[src/design/lmfc_sync_regs.svh]
// register offsets, field positions, reset values and codes of the lmfc sync control block
// assumes an 12-bit byte register address from the serial control port
`ifndef LMFC_SYNC_REGS_SVH
`define LMFC_SYNC_REGS_SVH

`define ADDR_CHECK_FLAGS 12'h0030
`define ADDR_ERR_WINDOW 12'h0034
`define ADDR_PREV_ERR_LOW 12'h0038
`define ADDR_PREV_ERR_HIGH 12'h0039
`define ADDR_SYNC_CONTROL 12'h003A
`define ADDR_SYNC_STATUS 12'h003B
`define ADDR_PRESENT_ERR 12'h003C

`define CTRL_ALIGN_ON 7
`define CTRL_ARM 6
`define CTRL_CLR_STICKY 5
`define CTRL_CLR_PREV 4
`define CTRL_MODE_MSB 3
`define HIGH_BELOW_BIT 7
`define HIGH_ABOVE_BIT 6
`define CHECK_SUBCLASS_BIT 1
`define CHECK_INTERP_BIT 0
`define STAT_BUSY_BIT 7
`define STAT_LOCK_BIT 3
`define STAT_ROTATE_BIT 2
`define STAT_OUTSIDE_BIT 1
`define STAT_TRIP_BIT 0

`define RESET_BYTE 8'h00
`define RESET_NIBBLE 4'h0
`define RESET_WINDOW 2'h0

`define MODE_ONE_SHOT 4'h1
`define MODE_CONTINUOUS 4'h2
`define MODE_MONITOR 4'h8
`define MODE_ONE_SHOT_MON 4'h9

`define SUBCLASS_MAX 3'h1
`define INTERP_X1 4'h1
`define INTERP_X2 4'h2
`define INTERP_X4 4'h4
`define INTERP_X8 4'h8

`define LMFC_STEP 4'h1
`define LMFC_AFTER_ADJUST 4'h1

`endif

[src/design/lmfc_sync_pkg.sv]
// types shared by the lmfc sync control block
// assumes nothing of its surroundings
package lmfc_sync_pkg;
  typedef enum logic [1:0] {
    ST_IDLE = 2'b00,
    ST_ARMED = 2'b01,
    ST_TRACK = 2'b10
  } align_state_t;
endpackage : lmfc_sync_pkg

[src/design/lmfc_phase_tracker.sv]
// local multiframe clock phase counter
// assumes adjust_in is a one-cycle pulse in the clk_in domain
`timescale 1ns/1ps
`include "lmfc_sync_regs.svh"
module lmfc_phase_tracker (
  input wire logic clk_in,
  input wire logic reset_n_in,
  input wire logic adjust_in,
  output logic [3:0] phase_out
);
  // the count wraps at 16, so read as signed it is the phase error itself
  always_ff @(posedge clk_in or negedge reset_n_in) begin
    if (!reset_n_in) begin
      phase_out <= `RESET_NIBBLE;
    end else if (adjust_in) begin
      phase_out <= `LMFC_AFTER_ADJUST;
    end else begin
      phase_out <= phase_out + `LMFC_STEP;
    end
  end
endmodule : lmfc_phase_tracker

[src/design/lmfc_sync_control.sv]
// lmfc to sysref alignment control, error capture and configuration checks
// assumes a register port from the serial control port on clk_in (dac clock domain)
`timescale 1ns/1ps
`include "lmfc_sync_regs.svh"
module lmfc_sync_control
  import lmfc_sync_pkg::*;
(
  input wire logic clk_in,
  input wire logic reset_n_in,
  input wire logic [11:0] reg_addr_in,
  input wire logic reg_write_in,
  input wire logic [7:0] reg_wdata_in,
  output logic [7:0] reg_rdata_out,
  input wire logic sysref_in,
  input wire logic [2:0] subclass_in,
  input wire logic [3:0] interp_factor_in,
  output logic align_busy_out,
  output logic align_locked_out
);
  // ----------------------------------------
  // registers and state
  // ----------------------------------------
  logic [1:0] phase_tolerance;
  logic [7:0] sync_control;
  logic [7:0] control_prev;
  logic [3:0] prev_phase_error;
  logic prev_below_window;
  logic prev_above_window;
  logic [3:0] present_phase_error;
  logic outside_window;
  logic rotated_sticky;
  logic tripped_sticky;
  logic [7:0] link_config_check_flags;
  logic sysref_meta;
  logic sysref_sync;
  logic sysref_prev;
  align_state_t state;
  align_state_t next_state;
  logic [3:0] lmfc_phase;

  // ----------------------------------------
  // decoding
  // ----------------------------------------
  function automatic logic [1:0] window_side(input logic [3:0] err, input logic [1:0] win);
    logic signed [4:0] e;
    logic signed [4:0] w;
    e = {err[3], err};
    w = {3'b000, win};
    window_side = {(e < -w), (e > w)};
  endfunction : window_side

  wire align_logic_on = sync_control[`CTRL_ALIGN_ON];
  wire [3:0] align_mode_select = sync_control[`CTRL_MODE_MSB:0];
  wire align_arm_strobe = sync_control[`CTRL_ARM] & ~control_prev[`CTRL_ARM];
  wire sticky_clear_strobe = sync_control[`CTRL_CLR_STICKY] & ~control_prev[`CTRL_CLR_STICKY];
  wire prev_error_clear_strobe = sync_control[`CTRL_CLR_PREV] & ~control_prev[`CTRL_CLR_PREV];
  wire mode_one_shot = (align_mode_select == `MODE_ONE_SHOT) |
                       (align_mode_select == `MODE_ONE_SHOT_MON);
  wire mode_continuous = (align_mode_select == `MODE_CONTINUOUS);
  wire mode_monitor = (align_mode_select == `MODE_MONITOR) |
                      (align_mode_select == `MODE_ONE_SHOT_MON);
  wire mode_monitor_only = (align_mode_select == `MODE_MONITOR);
  wire sysref_pulse = sysref_sync & ~sysref_prev;
  wire [1:0] side = window_side(lmfc_phase, phase_tolerance);
  wire measure = sysref_pulse & align_logic_on &
                 (mode_monitor | mode_continuous | (state == ST_ARMED));
  // only a phase outside the window adjusts
  // no adjust while disabled
  // a mode change leaves track one cycle late, so track adjusts only while still continuous
  wire adjust = measure & (side != 2'b00) & ~mode_monitor_only &
                ((state == ST_ARMED) | ((state == ST_TRACK) & mode_continuous));
  wire bad_subclass_flag = (subclass_in > `SUBCLASS_MAX);
  wire bad_interp_flag = ~((interp_factor_in == `INTERP_X1) | (interp_factor_in == `INTERP_X2) |
                           (interp_factor_in == `INTERP_X4) | (interp_factor_in == `INTERP_X8));
  wire wr_window = reg_write_in & (reg_addr_in == `ADDR_ERR_WINDOW);
  wire wr_control = reg_write_in & (reg_addr_in == `ADDR_SYNC_CONTROL);

  lmfc_phase_tracker u_tracker (
    .clk_in(clk_in),
    .reset_n_in(reset_n_in),
    .adjust_in(adjust),
    .phase_out(lmfc_phase)
  );

  // ----------------------------------------
  // sysref synchroniser and edge
  // ----------------------------------------
  always_ff @(posedge clk_in or negedge reset_n_in) begin
    if (!reset_n_in) begin
      sysref_meta <= 1'b0;
      sysref_sync <= 1'b0;
      sysref_prev <= 1'b0;
    end else begin
      sysref_meta <= sysref_in;
      sysref_sync <= sysref_meta;
      sysref_prev <= sysref_sync;
    end
  end

  // ----------------------------------------
  // software registers
  // ----------------------------------------
  // everything resets to zero
  always_ff @(posedge clk_in or negedge reset_n_in) begin
    if (!reset_n_in) begin
      phase_tolerance <= `RESET_WINDOW;
      sync_control <= `RESET_BYTE;
      control_prev <= `RESET_BYTE;
      link_config_check_flags <= `RESET_BYTE;
    end else begin
      if (wr_window) begin
        phase_tolerance <= reg_wdata_in[1:0];
      end
      if (wr_control) begin
        sync_control <= reg_wdata_in;
      end
      control_prev <= sync_control;
      link_config_check_flags <= {6'b000000, bad_subclass_flag, bad_interp_flag};
    end
  end

  // ----------------------------------------
  // alignment state machine
  // ----------------------------------------
  always_comb begin
    next_state = state;
    unique case (state)
      ST_IDLE: begin
        if (align_logic_on && mode_continuous) begin
          next_state = ST_TRACK;
        end else if (align_logic_on && mode_one_shot && align_arm_strobe) begin
          next_state = ST_ARMED;
        end
      end
      ST_ARMED: begin
        if (!align_logic_on || sysref_pulse) begin
          next_state = ST_IDLE;
        end
      end
      ST_TRACK: begin
        if (!align_logic_on || !mode_continuous) begin
          next_state = ST_IDLE;
        end
      end
      default: next_state = ST_IDLE;
    endcase
  end

  always_ff @(posedge clk_in or negedge reset_n_in) begin
    if (!reset_n_in) begin
      state <= ST_IDLE;
    end else begin
      state <= next_state;
    end
  end

  // ----------------------------------------
  // error capture and status
  // ----------------------------------------
  // a set in the same cycle as a clear strobe wins, so no event is lost
  always_ff @(posedge clk_in or negedge reset_n_in) begin
    if (!reset_n_in) begin
      prev_phase_error <= `RESET_NIBBLE;
      prev_below_window <= 1'b0;
      prev_above_window <= 1'b0;
    end else if (adjust) begin
      prev_phase_error <= lmfc_phase;
      prev_below_window <= side[1];
      prev_above_window <= side[0];
    end else if (prev_error_clear_strobe) begin
      prev_phase_error <= `RESET_NIBBLE;
      prev_below_window <= 1'b0;
      prev_above_window <= 1'b0;
    end
  end

  always_ff @(posedge clk_in or negedge reset_n_in) begin
    if (!reset_n_in) begin
      present_phase_error <= `RESET_NIBBLE;
      outside_window <= 1'b0;
      align_locked_out <= 1'b0;
    end else if (!align_logic_on) begin
      align_locked_out <= 1'b0;
    end else if (measure) begin
      present_phase_error <= adjust ? `RESET_NIBBLE : lmfc_phase;
      outside_window <= (side != 2'b00);
      align_locked_out <= adjust | (side == 2'b00);
    end
  end

  always_ff @(posedge clk_in or negedge reset_n_in) begin
    if (!reset_n_in) begin
      rotated_sticky <= 1'b0;
      tripped_sticky <= 1'b0;
    end else begin
      if (adjust) begin
        rotated_sticky <= 1'b1;
      end else if (sticky_clear_strobe) begin
        rotated_sticky <= 1'b0;
      end
      if (sysref_pulse && state == ST_ARMED) begin
        tripped_sticky <= 1'b1;
      end else if (sticky_clear_strobe) begin
        tripped_sticky <= 1'b0;
      end
    end
  end

  assign align_busy_out = (state != ST_IDLE);

  // ----------------------------------------
  // read port, one cycle latency
  // ----------------------------------------
  logic [7:0] read_value;
  always_comb begin
    read_value = `RESET_BYTE;
    unique case (reg_addr_in)
      `ADDR_CHECK_FLAGS: read_value = link_config_check_flags;
      `ADDR_ERR_WINDOW: read_value = {6'b000000, phase_tolerance};
      `ADDR_PREV_ERR_LOW: read_value = {4'h0, prev_phase_error};
      `ADDR_PREV_ERR_HIGH: read_value = {prev_below_window, prev_above_window, 6'b000000};
      `ADDR_SYNC_CONTROL: read_value = sync_control;
      `ADDR_SYNC_STATUS: read_value = {align_busy_out, 3'b000, align_locked_out,
                                       rotated_sticky, outside_window, tripped_sticky};
      `ADDR_PRESENT_ERR: read_value = {4'h0, present_phase_error};
      default: read_value = `RESET_BYTE;
    endcase
  end

  always_ff @(posedge clk_in or negedge reset_n_in) begin
    if (!reset_n_in) begin
      reg_rdata_out <= `RESET_BYTE;
    end else begin
      reg_rdata_out <= read_value;
    end
  end

  // ----------------------------------------
  // assertions
  // ----------------------------------------
  property p_subclass;
    @(posedge clk_in) disable iff (!reset_n_in)
      ##1 link_config_check_flags[`CHECK_SUBCLASS_BIT] == $past(subclass_in > `SUBCLASS_MAX);
  endproperty
  a_subclass: assert property (p_subclass) else $error("subclass flag wrong");

  property p_interp;
    @(posedge clk_in) disable iff (!reset_n_in)
      (interp_factor_in == 4'h3) |=> link_config_check_flags[0];
  endproperty
  a_interp: assert property (p_interp) else $error("interp flag missed");

  property p_in_window;
    @(posedge clk_in) disable iff (!reset_n_in)
      (sysref_pulse && side == 2'b00) |=> lmfc_phase == $past(lmfc_phase) + `LMFC_STEP;
  endproperty
  a_in_window: assert property (p_in_window) else $error("adjust inside window");

  property p_capture;
    @(posedge clk_in) disable iff (!reset_n_in)
      adjust |=> (prev_phase_error == $past(lmfc_phase)) && (lmfc_phase == 4'h1);
  endproperty
  a_capture: assert property (p_capture) else $error("last error not captured");

  property p_below;
    @(posedge clk_in) disable iff (!reset_n_in)
      (adjust && side[1]) |=> prev_below_window && !prev_above_window;
  endproperty
  a_below: assert property (p_below) else $error("below flag missed");

  property p_above;
    @(posedge clk_in) disable iff (!reset_n_in)
      (adjust && side[0]) |=> prev_above_window && !prev_below_window;
  endproperty
  a_above: assert property (p_above) else $error("above flag missed");

  property p_disable;
    @(posedge clk_in) disable iff (!reset_n_in)
      !align_logic_on |=> (state == ST_IDLE) && !align_locked_out;
  endproperty
  a_disable: assert property (p_disable) else $error("logic ran while disabled");

  property p_arm;
    @(posedge clk_in) disable iff (!reset_n_in)
      (state == ST_ARMED && sysref_pulse && align_logic_on) |=> state == ST_IDLE && tripped_sticky;
  endproperty
  a_arm: assert property (p_arm) else $error("one-shot did not complete");

  property p_clr_sticky;
    @(posedge clk_in) disable iff (!reset_n_in)
      (sticky_clear_strobe && !adjust && !sysref_pulse) |=> !rotated_sticky && !tripped_sticky;
  endproperty
  a_clr_sticky: assert property (p_clr_sticky) else $error("sticky not cleared");

  property p_clr_prev;
    @(posedge clk_in) disable iff (!reset_n_in)
      (prev_error_clear_strobe && !adjust) |=> prev_phase_error == 4'h0 && !prev_below_window;
  endproperty
  a_clr_prev: assert property (p_clr_prev) else $error("last error not cleared");

  property p_present_zero;
    @(posedge clk_in) disable iff (!reset_n_in)
      adjust |=> present_phase_error == 4'h0 && rotated_sticky && align_locked_out;
  endproperty
  a_present_zero: assert property (p_present_zero) else $error("present error not zeroed");

  property p_monitor;
    @(posedge clk_in) disable iff (!reset_n_in)
      (align_mode_select == `MODE_MONITOR || !align_logic_on) |-> !adjust;
  endproperty
  a_monitor: assert property (p_monitor) else $error("adjust in monitor or disabled");

  property p_continuous;
    @(posedge clk_in) disable iff (!reset_n_in)
      (state == ST_IDLE && align_logic_on && mode_continuous) |=> align_busy_out;
  endproperty
  a_continuous: assert property (p_continuous) else $error("continuous mode not busy");
endmodule : lmfc_sync_control

[config.mk]
export PLATFORM = sky130hd
export DESIGN_NAME = lmfc_sync_control
export DESIGN_NICKNAME = d
export VERILOG_FILES = /design/src/design/lmfc_sync_pkg.sv /design/src/design/lmfc_phase_tracker.sv /design/src/design/lmfc_sync_control.sv
export VERILOG_INCLUDE_DIRS = /design/src /design/src/design
export SDC_FILE = /design/constraint.sdc
export NUM_CORES = 1
export LEC_CHECK = 0
export BUFFER_PORTS_ARGS = -buffer_cell sky130_fd_sc_hd__buf_2
export CAP_MARGIN = 10
export CORE_MARGIN = 5
export CORE_UTILIZATION = 54
export DETAILED_ROUTE_END_ITERATION = 12
export PLACE_DENSITY = 0.78
export SLEW_MARGIN = 20
export SYNTH_ARGS = -nofsm -noshare
export SYNTH_HDL_FRONTEND = slang
export SYNTH_SLANG_ARGS = --single-unit
[constraint.sdc]
create_clock -name clk_in -period 5.6 [get_ports clk_in]
set_input_delay 1.12 -clock clk_in [delete_from_list [all_inputs] [get_ports clk_in]]
set_output_delay 1.12 -clock clk_in [all_outputs]
set_load 0.02 [all_outputs]
==> metrics, run 1 <==
fraction of layout cells with a size suffix above 1 0.288; PD cells 263 nW/um2; mapped cell area 2150 um2; initial antenna violation count 0; Die H 73.0 um; gr ovfl total 0; crit path max fanout 13; Fin. Hold Viols 0; area grow syn2layout 17.8%; Initial Util 0.548; fin. max-slew vios 0; cts bufs inserted 5; Synth async-reset ratio 1.00; cts-stage hold buffer count 0; Arr. time, crit path 3.24 ns; routed len/inst 15.0 um; LEAKAGE 1.28 nW; Synth area leader dfrtp_1; ranking of synthesized cells by area dfrtp_1 54%, mux2_4 5.6%, mux2i_1 4.2%, ha_1 3.5%, nand2_1 2.8%; dpl ws 2.32 ns; mux cell area share after synthesis 0.135; vias in the first global route 1526; relative max-transition margin 0.342; CTS HTree Levels 2; CP Launch Type flop; row count 23; fin area 2530 um2; Vias 1559; dpl hpwl 3070 um; outcome finished, final reports clean; proportion of netlist area held by the largest area contributor 0.536; first-pass GRT wire length 7030 um; #FFs+latches synth 46; Root Buffer clkbuf_8; die area 5330 um2; placed instance count 271; Seq/Total Area, Yosys 0.536; CTS tree yes; RePlAce Congestion 0.790; simple-gate share of the synthesized area 0.159; Crit Path Category flop to flop; postcts setup bufs 0; achievable frequency 331 MHz; number of synthesized flops with an enable pin 0; post-synthesis adder-cell area fraction 0.0350; compound-gate portion of the synthesized area 0.0921; Max Cap Viol 0; routed wl met2 1950 um; Cells after Synth 185; Cell Count, Final, Fillers Out 279; syn_area_per_cell 11.6 um2; Primary FF master, synth dfrtp_1; Tcrit/Tclk final 0.540; Final WS setup 2.58 ns; Worst-Margin Slew 0.983 ns; IO Count 41; CTS resizes 0; Setup Skew 0.00396 ns; die width 73.0 um; Clock Path Buffers 2; Pre-Repair DR Iteration Count 4; Core Area 3910 um2; overall fraction of global-route tracks in use 0.174; DRT antenna net count 0; Synth top cells by count 46 x dfrtp_1, 16 x nand2_1, 12 x inv_1, 12 x nor2_1, 9 x mux2i_1; largest net degree at the start of global routing 47; Mapped Nets 222; HP Class flop to flop; # DRC 0; setup violators final 0; Final min period 3.02 ns; main combinational cell family by area after synthesis simple AND/OR/NAND/NOR gates; synth warn 0; Fin Setup TNS 0 ns; clock sink count 46; crit end category flop; clk_lat worst skew 0.30 ns; DR top layer met4; unrepaired setup endpoints after global routing false; post-synth cell types 40; Synth Area in XOR/XNOR 0.0122; drt total wl 4180 um; Metal-1 WL 1850 um; antenna cells 0; CTS clk-pin slew, worst paths 0.08 ns; Area after DPL 2380 um2; met3 WL 310 um; Critical Path RT 5.82 ns; Nets 265; library cell with the highest instance count after synthesis dfrtp_1; port bufs 39; Initial DRC Count 90; DR vias/cell 5.59; peak supply drop 0.133 mV
cell type report:
cell class              instances  area [um2]
fillers                       322        1390
well taps                      50        62.6
flip-flops and latches         46        1150
multi-input cells             124         930
inverters                      12        45.0
repair buffers                 39         198
clock buffers                   6        82.6
clock inverters                 2        60.1
logic make-up (layout without fill, tap and decap cells):
family	count (synthesis)	count (layout)
flops	46	46
xor+xnor	3	3
compound gates	28	28
simple gates	65	65
mux	22	22
buf+inv	15	59
fa+ha+maj	6	6
cells in the final DEF, fill, tap and decap left out, types with 3 or more instances in the layout:
cell type,Yosys,final
nor3_1,6,6
nor2b_1,6,6
mux2_4,8,8
a22oi_1,4,4
ha_1,6,6
buf_2,1,38
inv_1,12,12
xnor2_1,3,3
nand2_1,16,16
nand2b_1,5,5
and2_1,3,3
clkbuf_8,0,6
o21ai_0,6,6
dfrtp_1,46,46
nor2_1,12,12
mux2_2,3,3
mux2i_1,9,9
a21oi_1,3,3
flip-flops by register name (all words and copies together) (netlist names):
| register | cells |
|---|---|
| prev_below_window | 1 |
| tripped_sticky | 1 |
| u_tracker.phase_out | 4 |
| prev_above_window | 1 |
| sync_control | 8 |
| outside_window | 1 |
| prev_phase_error | 4 |
| phase_tolerance | 2 |
| sysref_meta | 1 |
| sysref_prev | 1 |
| reg_rdata_out | 8 |
| link_config_check_flags | 2 |
| control_prev | 3 |
| rotated_sticky | 1 |
| align_locked_out | 1 |
| present_phase_error | 4 |
| sysref_sync | 1 |
| state | 2 |
worst max-delay path, cell delays in order, from the launching register on:
cell and delay, ns:
dfrtp_1 0.40, inv_1 0.10, ha_1 0.28, inv_1 0.04, ha_1 0.25, nor2b_1 0.13, o221a_2 0.25, o31ai_1 0.36
nor3b_2 0.86, mux2i_1 0.28
where the power goes:
group          switching (W)  total (W)  internal (W)
logic              0.0000151  0.0000276     0.0000125
clock network       0.000111   0.000301      0.000190
registers         0.00000128   0.000336      0.000334
total               0.000128   0.000665      0.000537
routing by layer:
metal	global-route usage	vias to the layer above
met2	0.273	56
met1	0.226	752
met3	0.0537	9
met5	0	-
met4	0.0656	0
li1	-	742
metrics by stage:
step | power (W) | hold slack [ns] | util
final | 0.000665 | 0.360 | 0.646
after global routing | 0.000687 | 0.360 | 0.646
after CTS | 0.000669 | 0.358 | 0.645
after detailed placement | 0.000370 | 0.339 | 0.609
after global placement | 0.000370 | 0.334 | 0.609
after floorplan | 0.000349 | 0.331 | -
final timing paths:
| kind | depth (start not counted) | startpoint | slack [ns] | endpoint |
|---|---|---|---|---|
| min in group asynchronous | 1 | reset_n_in | 0.81 | sync_control[5] |
| min reg2reg | 0 | sysref_meta | 0.36 | sysref_sync |
| min | 0 | sysref_meta | 0.36 | sysref_sync |
| max in group asynchronous | 1 | reset_n_in | 4.42 | phase_tolerance[0] |
| max | 9 | phase_tolerance[1] | 2.58 | prev_phase_error[0] |
| max reg2reg | 9 | phase_tolerance[1] | 2.58 | prev_phase_error[0] |
No activity file was read; power rests on OpenSTA's default activity.
==> run 2, diff against run 1 <==
==> constraint.sdc (replaced) <==
create_clock -name clk_in -period 3.1 [get_ports clk_in]
set_input_delay 0.62 -clock clk_in [delete_from_list [all_inputs] [get_ports clk_in]]
set_output_delay 0.62 -clock clk_in [all_outputs]
set_load 0.02 [all_outputs]
==> metrics, run 2 (synthesis results as in run 1) <==
port bufs 39 (unchanged); Initial DRC Count 87 (-3.3%); clock sink count 46 (unchanged); postcts setup bufs 0 (unchanged); cts bufs inserted 5 (unchanged); Arr. time, crit path 2.92 ns (-0.32 ns); overall fraction of global-route tracks in use 0.180 (+0.00559); vias in the first global route 1548 (+1.4%); Pre-Repair DR Iteration Count 4 (unchanged); Crit Path Category flop to flop; LEAKAGE 1.26 nW (-1.1%); biggest registers after layout reg_rdata_out x8, sync_control x8; RePlAce Congestion 0.763 (-3.4%); Initial Util 0.548 (unchanged); CTS HTree Levels 2 (unchanged); PD cells 438 nW/um2 (+67%); HP Class primary input to async pin; commonest non-fill, non-tap cells in the layout 46 x dfrtp_1, 38 x buf_2, 16 x nand2_1, 12 x inv_1, 12 x nor2_1; fraction of layout cells with a size suffix above 1 0.287 (-0.00125); Core Area 3910 um2 (unchanged); peak supply drop 0.263 mV (+97%); dpl hpwl 3190 um (+3.8%); setup violators final 0 (unchanged); Fin. Hold Viols 0 (unchanged); max incr delay on CP 0.41 ns (-0.45 ns); Internal 0.000867 W (+61%); relative max-transition margin 0.392 (+0.0504); routed len/inst 15.4 um (+2.5%); Root Buffer clkbuf_8; row count 23 (unchanged); CTS tree yes; clk_lat worst skew 0.30 ns (about the same); DRT antenna net count 0 (unchanged); clock power share 0.401 (-0.053); sequential cell fraction of total power 0.553 (+0.048); # DRC 0 (unchanged); critical-path cell list inv_1 -> ha_1 -> inv_1 -> ha_1 -> nor2b_1 -> o221a_2 -> o31ai_1 -> nor3b_2 -> buf_4 -> mux2i_1; fill count 334 (+3.7%); Final min period 2.70 ns (-0.327 ns); gr ovfl total 0 (unchanged); CTS clk-pin slew, worst paths 0.08 ns (about the same); Multi-input gate area 930 um2 (unchanged); Top Family by Delay on Critical Path compound AO/OA/AOI/OAI gates; DR vias/cell 5.49 (-1.7%); switching power total 0.000229 W (+79%); crit end category flop; CTS resizes 0 (unchanged); Clock Path Buffers 2 (unchanged); sw frac 0.209 (+0.0170); largest net degree at the start of global routing 47 (unchanged); unrepaired setup endpoints after global routing false; cts-stage hold buffer count 0 (unchanged); die area 5330 um2 (unchanged); dpl ws 0.320 ns (-2.00 ns); area grow syn2layout 16.7%; fin. max-slew vios 0 (unchanged); IO Count 41 (unchanged); commonest non-fill, non-tap cell in the layout dfrtp_1; Tcrit/Tclk final 0.869 (+0.330); die width 73.0 um (unchanged); antenna cells 0 (unchanged); CP Launch Type flop; Critical path buffers and inverters 3 (+1); Max Cap Viol 0 (unchanged); Fin Setup TNS 0 ns (unchanged); achievable frequency 371 MHz (+12%); Die H 73.0 um (unchanged); Sequential Area 1150 um2 (unchanged); share of total power in combinational logic 0.046 (+0.004); Nets 266 (+0.38%); Vias 1538 (-1.3%); first-pass GRT wire length 7140 um (+1.6%); initial antenna violation count 0 (unchanged); crit path max fanout 12 (-1); Worst-Margin Slew 0.906 ns (-0.0774 ns); Setup Skew 0.00606 ns (+0.00210 ns); outcome finished, final reports clean; Final WS setup 0.405 ns (-2.17 ns); drt total wl 4300 um (+2.9%); CP max stage cell o31ai_1; Critical Path RT 3.32 ns (-2.50 ns)
-- run 2: changes by cell type in the layout (fill, tap and decap cells not counted), sizes merged --
| cell | previous run | this run |
|---|---|---|
| buf | 39 | 40 |
| bufinv | 2 | 1 |
| clkinvlp | 0 | 1 |
-- run 2: power groups by stage --
stage               sequential, W  clock, W  combinational, W
floorplan                0.000617         0         0.0000136
global route             0.000607  0.000470         0.0000575
CTS                      0.000606  0.000451         0.0000510
global placement         0.000618         0         0.0000494
finish                   0.000606  0.000439         0.0000502
detailed placement       0.000618         0         0.0000509
-- run 2: per-layer routing --
metal,global-route usage,part of all wire
met4,0.0779,0.019
met3,0.0537,0.084
met5,0,0
met1,0.215,0.42
met2,0.299,0.48
-- run 2: metrics by stage --
stage | std cells | util | power [W] | cell area [um2] | hold slack [ns]
global placement | 272 | 0.611 | 0.000668 | 2390 | 0.334
CTS | 280 | 0.639 | 0.00111 | 2500 | 0.356
global route | 280 | 0.640 | 0.00113 | 2500 | 0.363
finish | 280 | 0.640 | 0.00110 | 2500 | 0.311
floorplan | 185 | - | 0.000631 | 2150 | 0.324
detailed placement | 272 | 0.611 | 0.000669 | 2390 | 0.337
-- run 2: worst paths after layout --
check / endpoint / slack, ns / from / cells past startpoint
min in group clk_in: sysref_sync / 0.35 / sysref_meta / 0
hold reg to reg: sysref_sync / 0.35 / sysref_meta / 0
setup / recovery: prev_phase_error[0] / 0.40 / phase_tolerance[1] / 10
hold / removal: reg_rdata_out[5] / 0.31 / reset_n_in / 1
max in group asynchronous: outside_window / 2.41 / reset_n_in / 1
setup reg to reg: prev_phase_error[0] / 0.40 / phase_tolerance[1] / 10
-- run 2: layout make-up --
cell class,count,share of cell area
Clock buffer,6,0.0290
Clock inverter,2,0.0150
Multi-Input combinational cell,124,0.371
Timing Repair Buffer,40,0.0820
Tap cell,50,0.0250
Inverter,12,0.0180
Sequential cell,46,0.460
